$ cat src/hdl/sls_defines.vh
`ifndef SLS_DEFINES_VH
`define SLS_DEFINES_VH
`define SLS_NUM_CH          12
`define SLS_AUTO_GROUP      6
`define SLS_CUR_USE_NORMAL  4'hF
`define SLS_ADCSEL_HIGHEST_OUTPUT_SELECT   4'h5
`define SLS_ERR_PULSE_US    13'h0032
`define SLS_CLK_MHZ         13'h0064
`define SLS_ERR_PULSE_CYC   (`SLS_ERR_PULSE_US * `SLS_CLK_MHZ)
`define SLS_PW_UNIT_CYC     16'h0064
`endif

$ cat src/hdl/sls_single_led_short_scan.v
`timescale 1ns/100ps
`include "sls_defines.vh"
module sls_single_led_short_scan
(
	input  wire        core_clk,             // System clock
	input  wire        rstn,                 // Async reset, active low
	input  wire        offstateScanStart,    // Host write of 1 to start bit
	input  wire        autoScanEnable,       // Automatic scan enable
	input  wire [11:0] channelEnable,        // Per-channel enable
	input  wire [3:0]  diagPulseCurrent,     // Diagnostic current code
	input  wire [7:0]  diagPulseWidth,       // Pulse width / settle delay units
	input  wire [7:0]  shortThresholdCode,   // Short threshold code
	input  wire [3:0]  adcChannelSelect,     // Host ADC channel select
	input  wire        faultClearBit,        // Host write of 1 to clear
	input  wire        pwmRise,              // PWM rising edge, one cycle
	input  wire        supplyLow,            // Supply below low threshold
	input  wire        hostAdcRequest,       // Host on-demand ADC request pulse
	input  wire        adcDone,              // Converter done pulse
	input  wire [7:0]  adcData,              // Converter result
	output reg         adcStart,             // Converter start pulse
	output reg  [3:0]  adcMux,               // Converter channel
	output reg         hostAdcService,       // Host conversion in flight
	output reg  [7:0]  adcResult,            // Result shown to host
	output reg  [11:0] diagPulseEnable,      // Per-channel diagnostic pulse
	output reg         diagUseNormalCurrent, // Use channel current setting
	output reg  [3:0]  diagCurrentLevel,     // Dedicated diag current code
	output reg         startBitState,        // Start bit readback
	output reg         ondemandDoneFlag,     // On-demand done flag
	output reg  [11:0] channelDiagFaultFlag, // Per-channel fault flags
	output reg         outFaultFlag,         // Output summary flag
	output reg         errFlag,              // Global error flag
	output reg         errPinOe,             // Error pin sink enable
	output wire        errPinOut             // Error pin drive level
);
	reg [2:0]  stateReg;
	reg [3:0]  chReg;
	reg        autoModeReg;
	reg        autoHalfReg;
	reg [15:0] timerReg;
	reg [11:0] hitReg;
	reg [7:0]  maxReg;
	reg        pendReg;
	reg [12:0] errCntReg;
	reg        reportPulse;
	reg [11:0] reportMask;

	// Sequencer states
	localparam [2:0] ST_IDLE     = 3'h0;
	localparam [2:0] ST_PULSE    = 3'h1;
	localparam [2:0] ST_CONV     = 3'h2;
	localparam [2:0] ST_NEXT     = 3'h3;
	localparam [2:0] ST_SUPPLY   = 3'h4;
	localparam [2:0] ST_AUTOWAIT = 3'h5;
	localparam [2:0] ST_OD_ADC   = 3'h6;

	assign errPinOut = 1'b0;

	// Unit of 1 us; the extra cycle lets a zero code still pulse
	function [15:0] pwCycles;
		input [7:0] pw;
		begin
			pwCycles = {8'h00, pw} * `SLS_PW_UNIT_CYC + 16'h0001;
		end
	endfunction

	// Next enabled channel in the active auto group, 4'hF when none
	function [3:0] nextAuto;
		input [3:0]  from;
		input [11:0] en;
		input        half;
		integer i;
		reg [3:0] lo;
		begin
			nextAuto = 4'hF;
			lo = half ? 4'h6 : 4'h0;
			for (i = 11; i >= 0; i = i - 1)
				if (i >= from && i >= lo && i < lo + `SLS_AUTO_GROUP && en[i])
					nextAuto = i[3:0];
		end
	endfunction

	always @(posedge core_clk or negedge rstn)
	begin
		if (!rstn)
		begin
			stateReg <= ST_IDLE;
			chReg <= 4'h0;
			autoModeReg <= 1'b0;
			autoHalfReg <= 1'b0;
			timerReg <= 16'h0000;
			hitReg <= 12'h000;
			maxReg <= 8'h00;
			pendReg <= 1'b0;
			adcStart <= 1'b0;
			adcMux <= 4'h0;
			hostAdcService <= 1'b0;
			adcResult <= 8'h00;
			diagPulseEnable <= 12'h000;
			diagUseNormalCurrent <= 1'b0;
			diagCurrentLevel <= 4'h0;
			startBitState <= 1'b0;
			ondemandDoneFlag <= 1'b0;
			reportPulse <= 1'b0;
			reportMask <= 12'h000;
		end
		else
		begin
			adcStart <= 1'b0;
			reportPulse <= 1'b0;
			startBitState <= offstateScanStart;
			diagUseNormalCurrent <= (diagPulseCurrent == `SLS_CUR_USE_NORMAL);
			diagCurrentLevel <= diagPulseCurrent;
			if (hostAdcRequest)
				pendReg <= 1'b1;
			case (stateReg)
			ST_IDLE:
			begin
				if (offstateScanStart)
				begin
					ondemandDoneFlag <= 1'b0;
					autoModeReg <= 1'b0;
					chReg <= 4'h0;
					hitReg <= 12'h000;
					diagPulseEnable <= 12'h001;
					timerReg <= pwCycles(diagPulseWidth);
					stateReg <= ST_PULSE;
				end
				else if (autoScanEnable && pwmRise)
				begin
					autoModeReg <= 1'b1;
					if (!autoHalfReg)
					begin
						hitReg <= 12'h000;
						maxReg <= 8'h00;
					end
					chReg <= nextAuto(autoHalfReg ? 4'h6 : 4'h0, channelEnable, autoHalfReg);
					timerReg <= pwCycles(diagPulseWidth);
					stateReg <= ST_AUTOWAIT;
				end
				else if (pendReg || hostAdcRequest)
				begin
					pendReg <= 1'b0;
					adcMux <= adcChannelSelect;
					adcStart <= 1'b1;
					hostAdcService <= 1'b1;
					stateReg <= ST_OD_ADC;
				end
			end
			ST_AUTOWAIT:
			begin
				// Settle delay first, then one conversion per enabled channel
				if (timerReg != 16'h0000)
					timerReg <= timerReg - 16'h0001;
				else if (chReg == 4'hF)
					stateReg <= ST_SUPPLY;
				else
				begin
					adcMux <= chReg;
					adcStart <= 1'b1;
					stateReg <= ST_CONV;
				end
			end
			ST_PULSE:
			begin
				if (timerReg != 16'h0000)
					timerReg <= timerReg - 16'h0001;
				else
				begin
					diagPulseEnable <= 12'h000;
					adcMux <= chReg;
					adcStart <= 1'b1;
					stateReg <= ST_CONV;
				end
			end
			ST_CONV:
			begin
				if (adcDone)
				begin
					if (adcData < shortThresholdCode)
						hitReg[chReg] <= 1'b1;
					if (autoModeReg && adcData > maxReg)
						maxReg <= adcData;
					stateReg <= ST_NEXT;
				end
			end
			ST_NEXT:
			begin
				if (autoModeReg)
				begin
					chReg <= nextAuto(chReg + 4'h1, channelEnable, autoHalfReg);
					timerReg <= 16'h0000;
					stateReg <= (nextAuto(chReg + 4'h1, channelEnable, autoHalfReg) == 4'hF)
						? ST_SUPPLY : ST_AUTOWAIT;
				end
				else if (chReg == 4'd11)
					stateReg <= ST_SUPPLY;
				else
				begin
					chReg <= chReg + 4'h1;
					diagPulseEnable <= 12'h001 << (chReg + 4'h1);
					timerReg <= pwCycles(diagPulseWidth);
					stateReg <= ST_PULSE;
				end
			end
			ST_SUPPLY:
			begin
				// Low supply means low dropout, so results are not trusted
				if (!supplyLow && hitReg != 12'h000)
				begin
					reportPulse <= 1'b1;
					reportMask <= hitReg;
				end
				if (autoModeReg)
				begin
					autoHalfReg <= ~autoHalfReg;
					// Maximum spans both halves, so it is shown after the second
					if (autoHalfReg && adcChannelSelect == `SLS_ADCSEL_HIGHEST_OUTPUT_SELECT)
						adcResult <= maxReg;
					hitReg <= autoHalfReg ? 12'h000 : hitReg;
				end
				else
					ondemandDoneFlag <= 1'b1;
				stateReg <= ST_IDLE;
			end
			ST_OD_ADC:
			begin
				// Host conversions start only from idle, never inside a scan
				if (adcDone)
				begin
					adcResult <= adcData;
					hostAdcService <= 1'b0;
					stateReg <= ST_IDLE;
				end
			end
			default:
				stateReg <= ST_IDLE;
			endcase
			if (!autoScanEnable)
				autoHalfReg <= 1'b0;
		end
	end

	// Flags: a new report wins over a clear in the same cycle
	always @(posedge core_clk or negedge rstn)
	begin
		if (!rstn)
		begin
			channelDiagFaultFlag <= 12'h000;
			outFaultFlag <= 1'b0;
			errFlag <= 1'b0;
			errCntReg <= 13'h0000;
			errPinOe <= 1'b0;
		end
		else
		begin
			if (faultClearBit)
			begin
				channelDiagFaultFlag <= 12'h000;
				outFaultFlag <= 1'b0;
				errFlag <= 1'b0;
			end
			if (reportPulse)
			begin
				channelDiagFaultFlag <= (faultClearBit ? 12'h000 : channelDiagFaultFlag)
					| reportMask;
				outFaultFlag <= 1'b1;
				errFlag <= 1'b1;
			end
			// A pulse in flight is not stretched: the pin already shows a fault
			if (reportPulse && errCntReg == 13'h0000)
			begin
				errCntReg <= `SLS_ERR_PULSE_CYC;
				errPinOe <= 1'b1;
			end
			else if (errCntReg != 13'h0000)
			begin
				errCntReg <= errCntReg - 13'h0001;
				errPinOe <= (errCntReg != 13'h0001);
			end
		end
	end
endmodule // sls_single_led_short_scan

$ cat config.mk
export PLATFORM = sky130hd
export DESIGN_NAME = sls_single_led_short_scan
export DESIGN_NICKNAME = d
export VERILOG_FILES = /design/src/hdl/sls_single_led_short_scan.v
export VERILOG_INCLUDE_DIRS = /design/src /design/src/hdl
export SDC_FILE = /design/constraint.sdc
export NUM_CORES = 1
export LEC_CHECK = 0
export BUFFER_PORTS_ARGS = -buffer_cell sky130_fd_sc_hd__clkbuf_2
export CAP_MARGIN = 10
export CORE_UTILIZATION = 50
export DETAILED_ROUTE_END_ITERATION = 8
export PLACE_DENSITY = 0.68
export SKIP_CTS_REPAIR_TIMING = 1
export SYNTH_ARGS = -nofsm -noshare
export SYNTH_HDL_FRONTEND = slang
export SYNTH_SLANG_ARGS = --single-unit
$ cat constraint.sdc
create_clock -name core_clk -period 4.2 [get_ports core_clk]
set_input_delay 0.21 -clock core_clk [delete_from_list [all_inputs] [get_ports core_clk]]
set_output_delay 0.21 -clock core_clk [all_outputs]
set_load 0.05 [all_outputs]
==> results of run 1 <==
==> flip-flops by register name (all words and copies together), names as in the netlist <==
name / flops
diagPulseEnable: 12
reportPulse: 1
adcResult: 8
hitReg: 12
hostAdcService: 1
startBitState: 1
channelDiagFaultFlag: 12
chReg: 4
timerReg: 16
stateReg: 3
pendReg: 1
ondemandDoneFlag: 1
maxReg: 8
autoModeReg: 1
errPinOe: 1
adcMux: 4
autoHalfReg: 1
diagCurrentLevel: 4
diagUseNormalCurrent: 1
errFlag: 1
errCntReg: 13
reportMask: 12
adcStart: 1
==> power by group through the flow <==
| stage | combinational (W) | clock (W) | sequential (W) |
|---|---|---|---|
| 3_5_place_dp | 0.00238 | 0 | 0.00184 |
| 4_1_cts | 0.00240 | 0.00135 | 0.00183 |
| 2_1_floorplan | 0.00162 | 0 | 0.00199 |
| 5_1_grt | 0.00268 | 0.00141 | 0.00189 |
| 6_report | 0.00240 | 0.00133 | 0.00183 |
| 3_3_place_gp | 0.00233 | 0 | 0.00182 |
==> Yosys cell counts (4+ instances only) <==
| master | instances | area share |
|---|---|---|
| o311ai_0 | 6 | 0.0073 |
| ha_1 | 55 | 0.096 |
| dfrtp_1 | 119 | 0.42 |
| nand2_1 | 76 | 0.040 |
| o21bai_1 | 4 | 0.0042 |
| o211ai_1 | 5 | 0.0052 |
| a21oi_1 | 40 | 0.028 |
| xor2_1 | 6 | 0.0073 |
| a22oi_1 | 4 | 0.0042 |
| nand3_1 | 19 | 0.013 |
| or3_1 | 6 | 0.0052 |
| nor4_1 | 13 | 0.011 |
| a31oi_1 | 12 | 0.010 |
| inv_1 | 54 | 0.028 |
| xnor2_1 | 11 | 0.013 |
| a22o_1 | 20 | 0.024 |
| o21ai_0 | 51 | 0.036 |
| a21bo_2 | 5 | 0.0070 |
| nor2b_1 | 5 | 0.0044 |
| nor3_1 | 18 | 0.013 |
| mux2_2 | 14 | 0.022 |
| o41ai_1 | 10 | 0.012 |
| nor2_1 | 66 | 0.035 |
| a211oi_1 | 5 | 0.0052 |
| nand3b_1 | 4 | 0.0042 |
| mux2i_1 | 12 | 0.017 |
| and3_1 | 5 | 0.0044 |
| clkbuf_1 | 25 | 0.013 |
| nand2b_1 | 8 | 0.0070 |
| nand4_1 | 11 | 0.0096 |
| a21o_1 | 5 | 0.0052 |
==> critical path, cell delays in order (launching register included) <==
cell and delay (ns):
dfrtp_1 0.41, or4_4 0.56, nor3_2 0.18, or3b_1 0.56, o21bai_2 0.69, o21ai_0 0.20
a21boi_0 0.19
==> per-stage QoR <==
step / setup slack [ns] / instances / hold slack [ns] / total power, W / cell area (um2)
floorplan: 1.462 / 764 / -0.08559 / 0.003610 / 7158
global placement: 1.215 / 1016 / 0.2117 / 0.004158 / 7780
detailed placement: 1.112 / 1016 / 0.2166 / 0.004221 / 7780
CTS: 1.313 / 1047 / -0.2230 / 0.005573 / 8320
global route: 1.108 / 1052 / 0.01887 / 0.005974 / 8371
finish: 1.329 / 1052 / 0.02324 / 0.005569 / 8371
==> cell type report <==
| class | count | area (um2) | share of cell area |
|---|---|---|---|
| Clock buffer | 21 | 460.4 | 0.05501 |
| Clock inverter | 10 | 80.08 | 0.009567 |
| Inverter | 55 | 206.4 | 0.02466 |
| Multi-Input combinational cell | 558 | 3837 | 0.4584 |
| Sequential cell | 119 | 2978 | 0.3558 |
| Tap cell | 180 | 225.2 | 0.02691 |
| Timing Repair Buffer | 109 | 583.1 | 0.06966 |
==> cell families after synthesis <==
kind of cell               share of synthesized area
and+or+nand+nor                               0.1724
buffers and inverters                        0.04877
muxes                                        0.04510
other                                      0.0005239
AOI/OAI and AO/OA                             0.1919
adders and majority gates                     0.1045
xor gates and xnor gates                     0.02080
DFF                                           0.4160
==> final timing paths <==
kind	start	to	slack, ns	cells after the start
worst min-delay path	offstateScanStart	startBitState	0.02	1
max in group asynchronous	rstn	autoModeReg	2.95	3
worst min register to register	errCntReg[11]	errCntReg[11]	0.46	1
min in group asynchronous	rstn	errPinOe	0.31	2
worst max-delay path	timerReg[10]	timerReg[15]	1.33	6
worst max register to register	timerReg[10]	timerReg[15]	1.33	6
==> layer usage <==
metal,part of all wire,global-route usage,vias up
li1,-,-,2957
met1,0.44,0.3212,2966
met2,0.50,0.4325,169
met3,0.045,0.05384,20
met4,0.012,0.07176,0
met5,0,0,-
==> results_dict.tcl, run 1 <==
set metrics [dict create \
    status "complete, no violations" \
    die_y_um 121.7 \
    final_common_cell "dfrtp_1" \
    cts_tree "done" \
    diodes 0 \
    io_pins 102 \
    grt_max_degree 42 \
    synth_cell_types 68 \
    clk_pin_slew_ns 0.05 \
    clkSinkCount 119 \
    root_buffer "clkbuf_16" \
    floorplan.initialDensity 0.5137 \
    place_hpwl_mm 12.90 \
    ys.flop_type "dfrtp_1" \
    syn-instance-count 764 \
    core_um2 13930 \
    finalCritPeriodShare 0.6837 \
    h-tree-depth 4 \
    numCtsBuffers 17 \
    comb_power_share 0.432 \
    power_density_nw_per_um2 665.3 \
    initialDrtViolationCount 309 \
    port_buffers 100 \
    holdCritPathClass "input port to register" \
    fin_util 0.6007 \
    syn_nets 875 \
    worstPathRequired_ns 4.53 \
    overflow 0 \
    period_minus_slack_ns 2.871 \
    cp-end-kind "register" \
    maxCapViolCount 0 \
    cts_buffer_depth 2 \
    routed_wirelength_mm 17.47 \
    critical_path.max_fanout 25 \
    rsz0062_at_grt "false" \
    drt_first_pass_iters 5 \
    critPathKind "register to register" \
    synthesis.area_um2 7158 \
    antenna_found_initial 0 \
    grt_pass1_vias 6203 \
    skew_ns 0.005979 \
    synth_area_per_cell_um2 9.369 \
    p_sw_frac 0.4361 \
    p_leak_nw 4.061 \
    worstPathArrival_ns 3.20 \
    max_freq_ghz 0.3483 \
    fillCellCount 1185 \
    internal-power_w 0.003140 \
    drive_gt1_frac 0.1892 \
    layout.nets 971 \
    ys_seq_area_frac 0.4160 \
    place.gp.congestion 0.9317 \
    p_switching_w 0.002429 \
    ant_nets 0 \
    rows 43 \
    wl_per_cell_um 16.61 \
    maxSlewHeadroom 0.2403 \
    tns_ns 0 \
    grt_pass1_wl_mm 29.64 \
    pwr-share-clk 0.239 \
    dieArea_um2 14800 \
    ys_ff_latch 119 \
    drc 0 \
    worst_setup_path_start_kind "register" \
    hold_viol_final 0 \
    via_per_inst 5.810 \
    vias 6112 \
    synth_edf_count 0 \
    finalSetupViolations 0 \
    layout_common_cells "dfrtp_1 (119), clkbuf_2 (99), nand2_1 (76)" \
    die_x_um 121.7 \
    async_reset_ff_frac 1.000 \
    ir_worst_vdd_uv 371.0 \
    syn2layout_area_growth_pct 16.94 \
    yosysWarnings 0 \
    clock_latency_ns 0.41 \
    worst_pin_slew_ns 1.135 \
    seqPwrFrac 0.329 \
    grt_usage 0.2528 \
    maxSlewViolCount 0 \
]
No activity file was read; power rests on OpenSTA's default activity.
==> inputs of run 2 (changes only) <==
==> constraint.sdc (replaced) <==
create_clock -name core_clk -period 2.8 [get_ports core_clk]
set_input_delay 0.14 -clock core_clk [delete_from_list [all_inputs] [get_ports core_clk]]
set_output_delay 0.14 -clock core_clk [all_outputs]
set_load 0.05 [all_outputs]
==> run 2 against run 1 <==
Against the previous run:
- the run now ends with negative hold slack left
- global-route usage is 0.46 points higher
- largest power group unchanged
- clock power is 62% higher
- routed wire length is 3.8% higher
- via count is 4.2% higher
- highest routed layer unchanged
==> results_dict.tcl, run 2 (synthesis gave the netlist of run 1 again) <==
set metrics [dict create \
    dieArea_um2 14800 \
    place.gp.congestion 0.8418 \
    r2r_end "chReg[1]" \
    final_common_cell "dfrtp_1" \
    top_layer "met4" \
    r2r-start "chReg[1]" \
    drive_gt1_frac 0.2113 \
    worstPathRequired_ns 3.09 \
    reg.largest.list "timerReg (16), errCntReg (13)" \
    via_per_inst 5.874 \
    top_register "timerReg" \
    layout_common_cells "dfrtp_1 (119), clkbuf_2 (99), nand2_1 (76)" \
    syn2layout_area_growth_pct 21.19 \
    core_um2 13930 \
    die_y_um 121.7 \
    maxSlewViolCount 0 \
    port_buffers 100 \
    grt_usage 0.2574 \
    crit_chain "inv_1 > ha_1 > nand2b_1 > o31a_1 > a2111oi_0 > nor3_1 > a211oi_1 > a21oi_1" \
    whs_path_depth 3 \
    p_leak_nw 4.234 \
    clkSinkCount 119 \
    finalCritPeriodShare 0.9207 \
    fin_area_um2 8675 \
    clock_latency_ns 0.42 \
    initialDrtViolationCount 478 \
    place_hpwl_mm 13.38 \
    cts_tree "done" \
    max_freq_ghz 0.3879 \
    floorplan.initialDensity 0.5137 \
    critPathKind "register to register" \
    vias 6367 \
    wl_met2_mm 9.089 \
    root_buffer "clkbuf_16" \
    hold-path-endpoint "adcMux[2]" \
    routed_wirelength_mm 18.13 \
    period_minus_slack_ns 2.578 \
    largest_reg_flops 16 \
    hold_viol_final 2 \
    grt_pass1_vias 6234 \
    slowest_delay_ns 0.50 \
    tns_ns 0 \
    critical_path.max_fanout 6 \
    fin_util 0.6225 \
    worst_pin_slew_ns 0.6819 \
    drt_first_pass_iters 5 \
    ant_nets 0 \
    rsz0062_at_grt "false" \
    layout.nets 1002 \
    antenna_found_initial 0 \
    maxCapViolCount 0 \
    grt_max_degree 51 \
    clk_pin_slew_ns 0.06 \
    die_x_um 121.7 \
    place_area_um2 7988 \
    finalSetupViolations 0 \
    maxSlewHeadroom 0.5454 \
    crit_family "compound AO/OA/AOI/OAI gates" \
    cts_buffer_depth 2 \
    cp-end-kind "register" \
    holdCritPathClass "input port to register" \
    holdWs_ns -0.01232 \
    power_w 0.008718 \
    worst_setup_path_start_kind "register" \
    met3_length_um 808 \
    status "complete, but fails checks" \
    drc 0 \
    grt_pass1_wl_mm 29.77 \
    skew_ns 0.006252 \
    wl_met1_mm 7.870 \
    worstRegToRegCells 8 \
    worst-path-buf-inv 1 \
    overflow 0 \
    worstPathArrival_ns 2.87 \
    ir_worst_vdd_uv 627.3 \
    io_pins 102 \
    violations "negative hold slack" \
    rows 43 \
    numCtsBuffers 17 \
    h-tree-depth 4 \
    min_from "adcChannelSelect[2]" \
    power_density_nw_per_um2 1005 \
    slowest_stage "a2111oi_0" \
    diodes 0 \
    reg2reg_slack_ns 0.22 \
    wl_per_cell_um 16.72 \
]
==> run 2: cell types whose count changed in the layout (fill, tap and decap cells not counted), sizes merged <==
| cell | previous run | this run |
|---|---|---|
| bufinv | 1 | 2 |
| clkinv | 8 | 5 |
| clkbuf | 120 | 123 |
| buf | 5 | 31 |
| dlygate4sd3 | 5 | 10 |
==> run 2: stage by stage <==
step | setup WS (ns) | std cells
global route | 0.06132 | 1084
CTS | 0.2460 | 1074
global placement | -0.06202 | 1042
floorplan | 0.1317 | 764
detailed placement | -0.1733 | 1042
finish | 0.2221 | 1084
==> run 2: worst min-delay path, stage by stage <==
cell and delay [ns]:
clkbuf_2 0.09, nand2_1 0.06, a31oi_1 0.08
==> run 2: worst max path at each step <==
stage | depth (start not counted) | slack (ns) | start | to
after floorplan | 12 | 0.13 | diagPulseWidth[2] | timerReg[14]
after global routing | 8 | 0.06 | chReg[1] | chReg[1]
final | 8 | 0.22 | chReg[1] | chReg[1]
after global placement | 13 | -0.06 | diagPulseWidth[2] | timerReg[14]
after CTS | 8 | 0.25 | chReg[1] | chReg[1]
after detailed placement | 13 | -0.17 | diagPulseWidth[2] | timerReg[14]
==> run 2: where the power goes <==
group	switching [W]	internal (W)	leakage [nW]
Sequential	0.000450	0.00220	1.54
Combinational	0.00251	0.00140	2.40
Clock	0.000750	0.00140	0.286
==> run 2: per-layer routing <==
layer,vias to the layer above,GRT usage
met5,-,0
met4,0,0.1119
met3,28,0.04448
met2,199,0.4407
met1,3117,0.3183
li1,3023,-
==> run 2: final cells by class <==
cell class	instances	area [um2]
repair buffers	140	840.8
fillers	1176	5260
well taps	180	225.2
clock buffers	24	491.7
clock inverters	8	95.09
inverters	55	206.4
flip-flops and latches	119	2978
multi-input cells	558	3837
==> inputs of run 3 (changes only) <==
--- a/config.mk
+++ b/config.mk
@@ -9,8 +9,10 @@
 export BUFFER_PORTS_ARGS = -buffer_cell sky130_fd_sc_hd__clkbuf_2
 export CAP_MARGIN = 10
 export CORE_UTILIZATION = 50
+export CTS_BUF_LIST = sky130_fd_sc_hd__clkbuf_4 sky130_fd_sc_hd__clkbuf_8 sky130_fd_sc_hd__clkbuf_16
 export DETAILED_ROUTE_END_ITERATION = 8
 export PLACE_DENSITY = 0.68
+export REMOVE_ABC_BUFFERS = 1
 export SKIP_CTS_REPAIR_TIMING = 1
 export SYNTH_ARGS = -nofsm -noshare
 export SYNTH_HDL_FRONTEND = slang
==> constraint.sdc (replaced) <==
create_clock -name core_clk -period 3.3 [get_ports core_clk]
set_input_delay 0.165 -clock core_clk [delete_from_list [all_inputs] [get_ports core_clk]]
set_output_delay 0.165 -clock core_clk [all_outputs]
set_load 0.05 [all_outputs]
==> run 3 against run 2 <==
Against the previous run:
- the run still ends with negative hold slack left
- design area decreased by 1.3%
- sequential share of layout area increased by 0.45 points
- power decreased by 15%
- sequential power decreased by 14%
- first-iteration DRC count decreased by 14%
- highest routed layer unchanged
==> results_dict.tcl, run 3 (synthesis gave the netlist of run 1 again) <==
set metrics [dict create \
    crit_chain "or4_4 > nor3_2 > or3b_1 > o211ai_4 > nand2_4 > mux2_4" \
    maxSlewViolCount 0 \
    clock_latency_ns 0.42 \
    drive_gt1_frac 0.2034 \
    cts_tree "done" \
    holdWs_ns -0.08909 \
    drt_first_pass_iters 5 \
    critPathKind "register to register" \
    maxCapViolCount 0 \
    numCtsBuffers 17 \
    wl_per_cell_um 16.77 \
    dp_slack_ns 0.2851 \
    ir_worst_vdd_uv 509.8 \
    maxSlewHeadroom 0.3230 \
    place_hpwl_mm 13.19 \
    slowest_delay_ns 0.57 \
    period_minus_slack_ns 2.704 \
    power_density_nw_per_um2 869.4 \
    routed_wirelength_mm 17.86 \
    grt_pass1_vias 6044 \
    worst_slack_ns 0.5959 \
    holdCritPathClass "input port to async pin" \
    finalCritPeriodShare 0.8194 \
    power_w 0.007445 \
    syn2layout_area_growth_pct 19.63 \
    worstPathArrival_ns 3.01 \
    reg.largest.list "timerReg (16), errCntReg (13)" \
    cts_buffer_depth 2 \
    worstRegToRegCells 6 \
    largest_reg_flops 16 \
    antenna_found_initial 0 \
    floorplan.initialDensity 0.5137 \
    seq_area_um2 2978 \
    grt_usage 0.2544 \
    top_register "timerReg" \
    grt_max_degree 79 \
    worst_pin_slew_ns 1.015 \
    overflow 0 \
    finalSetupViolations 0 \
    io_pins 102 \
    clk_pin_slew_ns 0.05 \
    die_x_um 121.7 \
    clkSinkCount 119 \
    rsz0062_at_grt "false" \
    via_per_inst 5.840 \
    skew_ns 0.007092 \
    h-tree-depth 4 \
    hold_viol_final 77 \
    vias 6220 \
    grt_pass1_wl_mm 29.46 \
    drc 0 \
    max_freq_ghz 0.3698 \
    fin_area_um2 8563 \
    ant_nets 0 \
    cp-end-kind "register" \
    place_area_um2 7883 \
    tns_ns 0 \
    worstPathRequired_ns 3.60 \
    root_buffer "clkbuf_16" \
    critical_path.max_fanout 12 \
    initialDrtViolationCount 411 \
    p_leak_nw 4.165 \
    worst_setup_path_start_kind "register" \
    dieArea_um2 14800 \
    violations "negative hold slack" \
    rows 43 \
    die_y_um 121.7 \
    multi_input_area_um2 3837 \
    layout_common_cells "dfrtp_1 (119), clkbuf_2 (99), nand2_1 (76)" \
    fillCellCount 1225 \
    slowest_stage "or3b_1" \
    layout.nets 983 \
    port_buffers 100 \
    status "complete, but fails checks" \
    core_um2 13930 \
    final_common_cell "dfrtp_1" \
    diodes 0 \
    place.gp.congestion 0.8900 \
]
[run 3: area by class of cell]
cell class | count | share of cell area
clock buffers | 20 | 0.05304
inverters | 55 | 0.02411
well taps | 180 | 0.02630
repair buffers | 121 | 0.08007
multi-input cells | 558 | 0.4481
flip-flops and latches | 119 | 0.3478
clock inverters | 12 | 0.02060
[run 3: metal layers]
| layer | share of wire | global-route usage |
|---|---|---|
| met1 | 0.43 | 0.3128 |
| met2 | 0.50 | 0.4354 |
| met3 | 0.047 | 0.04635 |
| met4 | 0.024 | 0.1111 |
| met5 | 0 | 0 |
[run 3: worst max-delay path: cells and delay by family (launching register included)]
family           cells  cell delay, ns
AO/OA/AOI/OAI        1            0.35
AND/OR/NAND/NOR      4            1.47
flip-flops           1            0.41
multiplexers         1            0.34
[run 3: path summary, 6_finish.rpt]
| kind | from | to | slack, ns |
|---|---|---|---|
| hold / removal | rstn | diagPulseEnable[3] | -0.09 |
| setup / recovery | timerReg[10] | diagPulseEnable[2] | 0.60 |
| hold reg to reg | errCntReg[11] | errCntReg[11] | 0.46 |
| setup reg to reg | timerReg[10] | diagPulseEnable[2] | 0.60 |
| min in group core_clk | adcChannelSelect[1] | adcMux[1] | 0 |
| max in group asynchronous | rstn | maxReg[0] | 2.62 |
[run 3: per-stage QoR]
step	hold WS (ns)	instances	util
2_1_floorplan	-0.1306	732	-
4_1_cts	-0.1522	1060	0.6109
5_1_grt	0.001767	1065	0.6145
3_5_place_dp	0.2883	1028	0.5657
6_report	-0.08909	1065	0.6145
3_3_place_gp	0.2840	1028	0.5657
[run 3: power breakdown]
part	leakage (nW)	internal (W)	switching, W
Sequential	1.54	0.00187	0.000397
Clock	0.307	0.00130	0.000668
Combinational	2.31	0.00114	0.00207
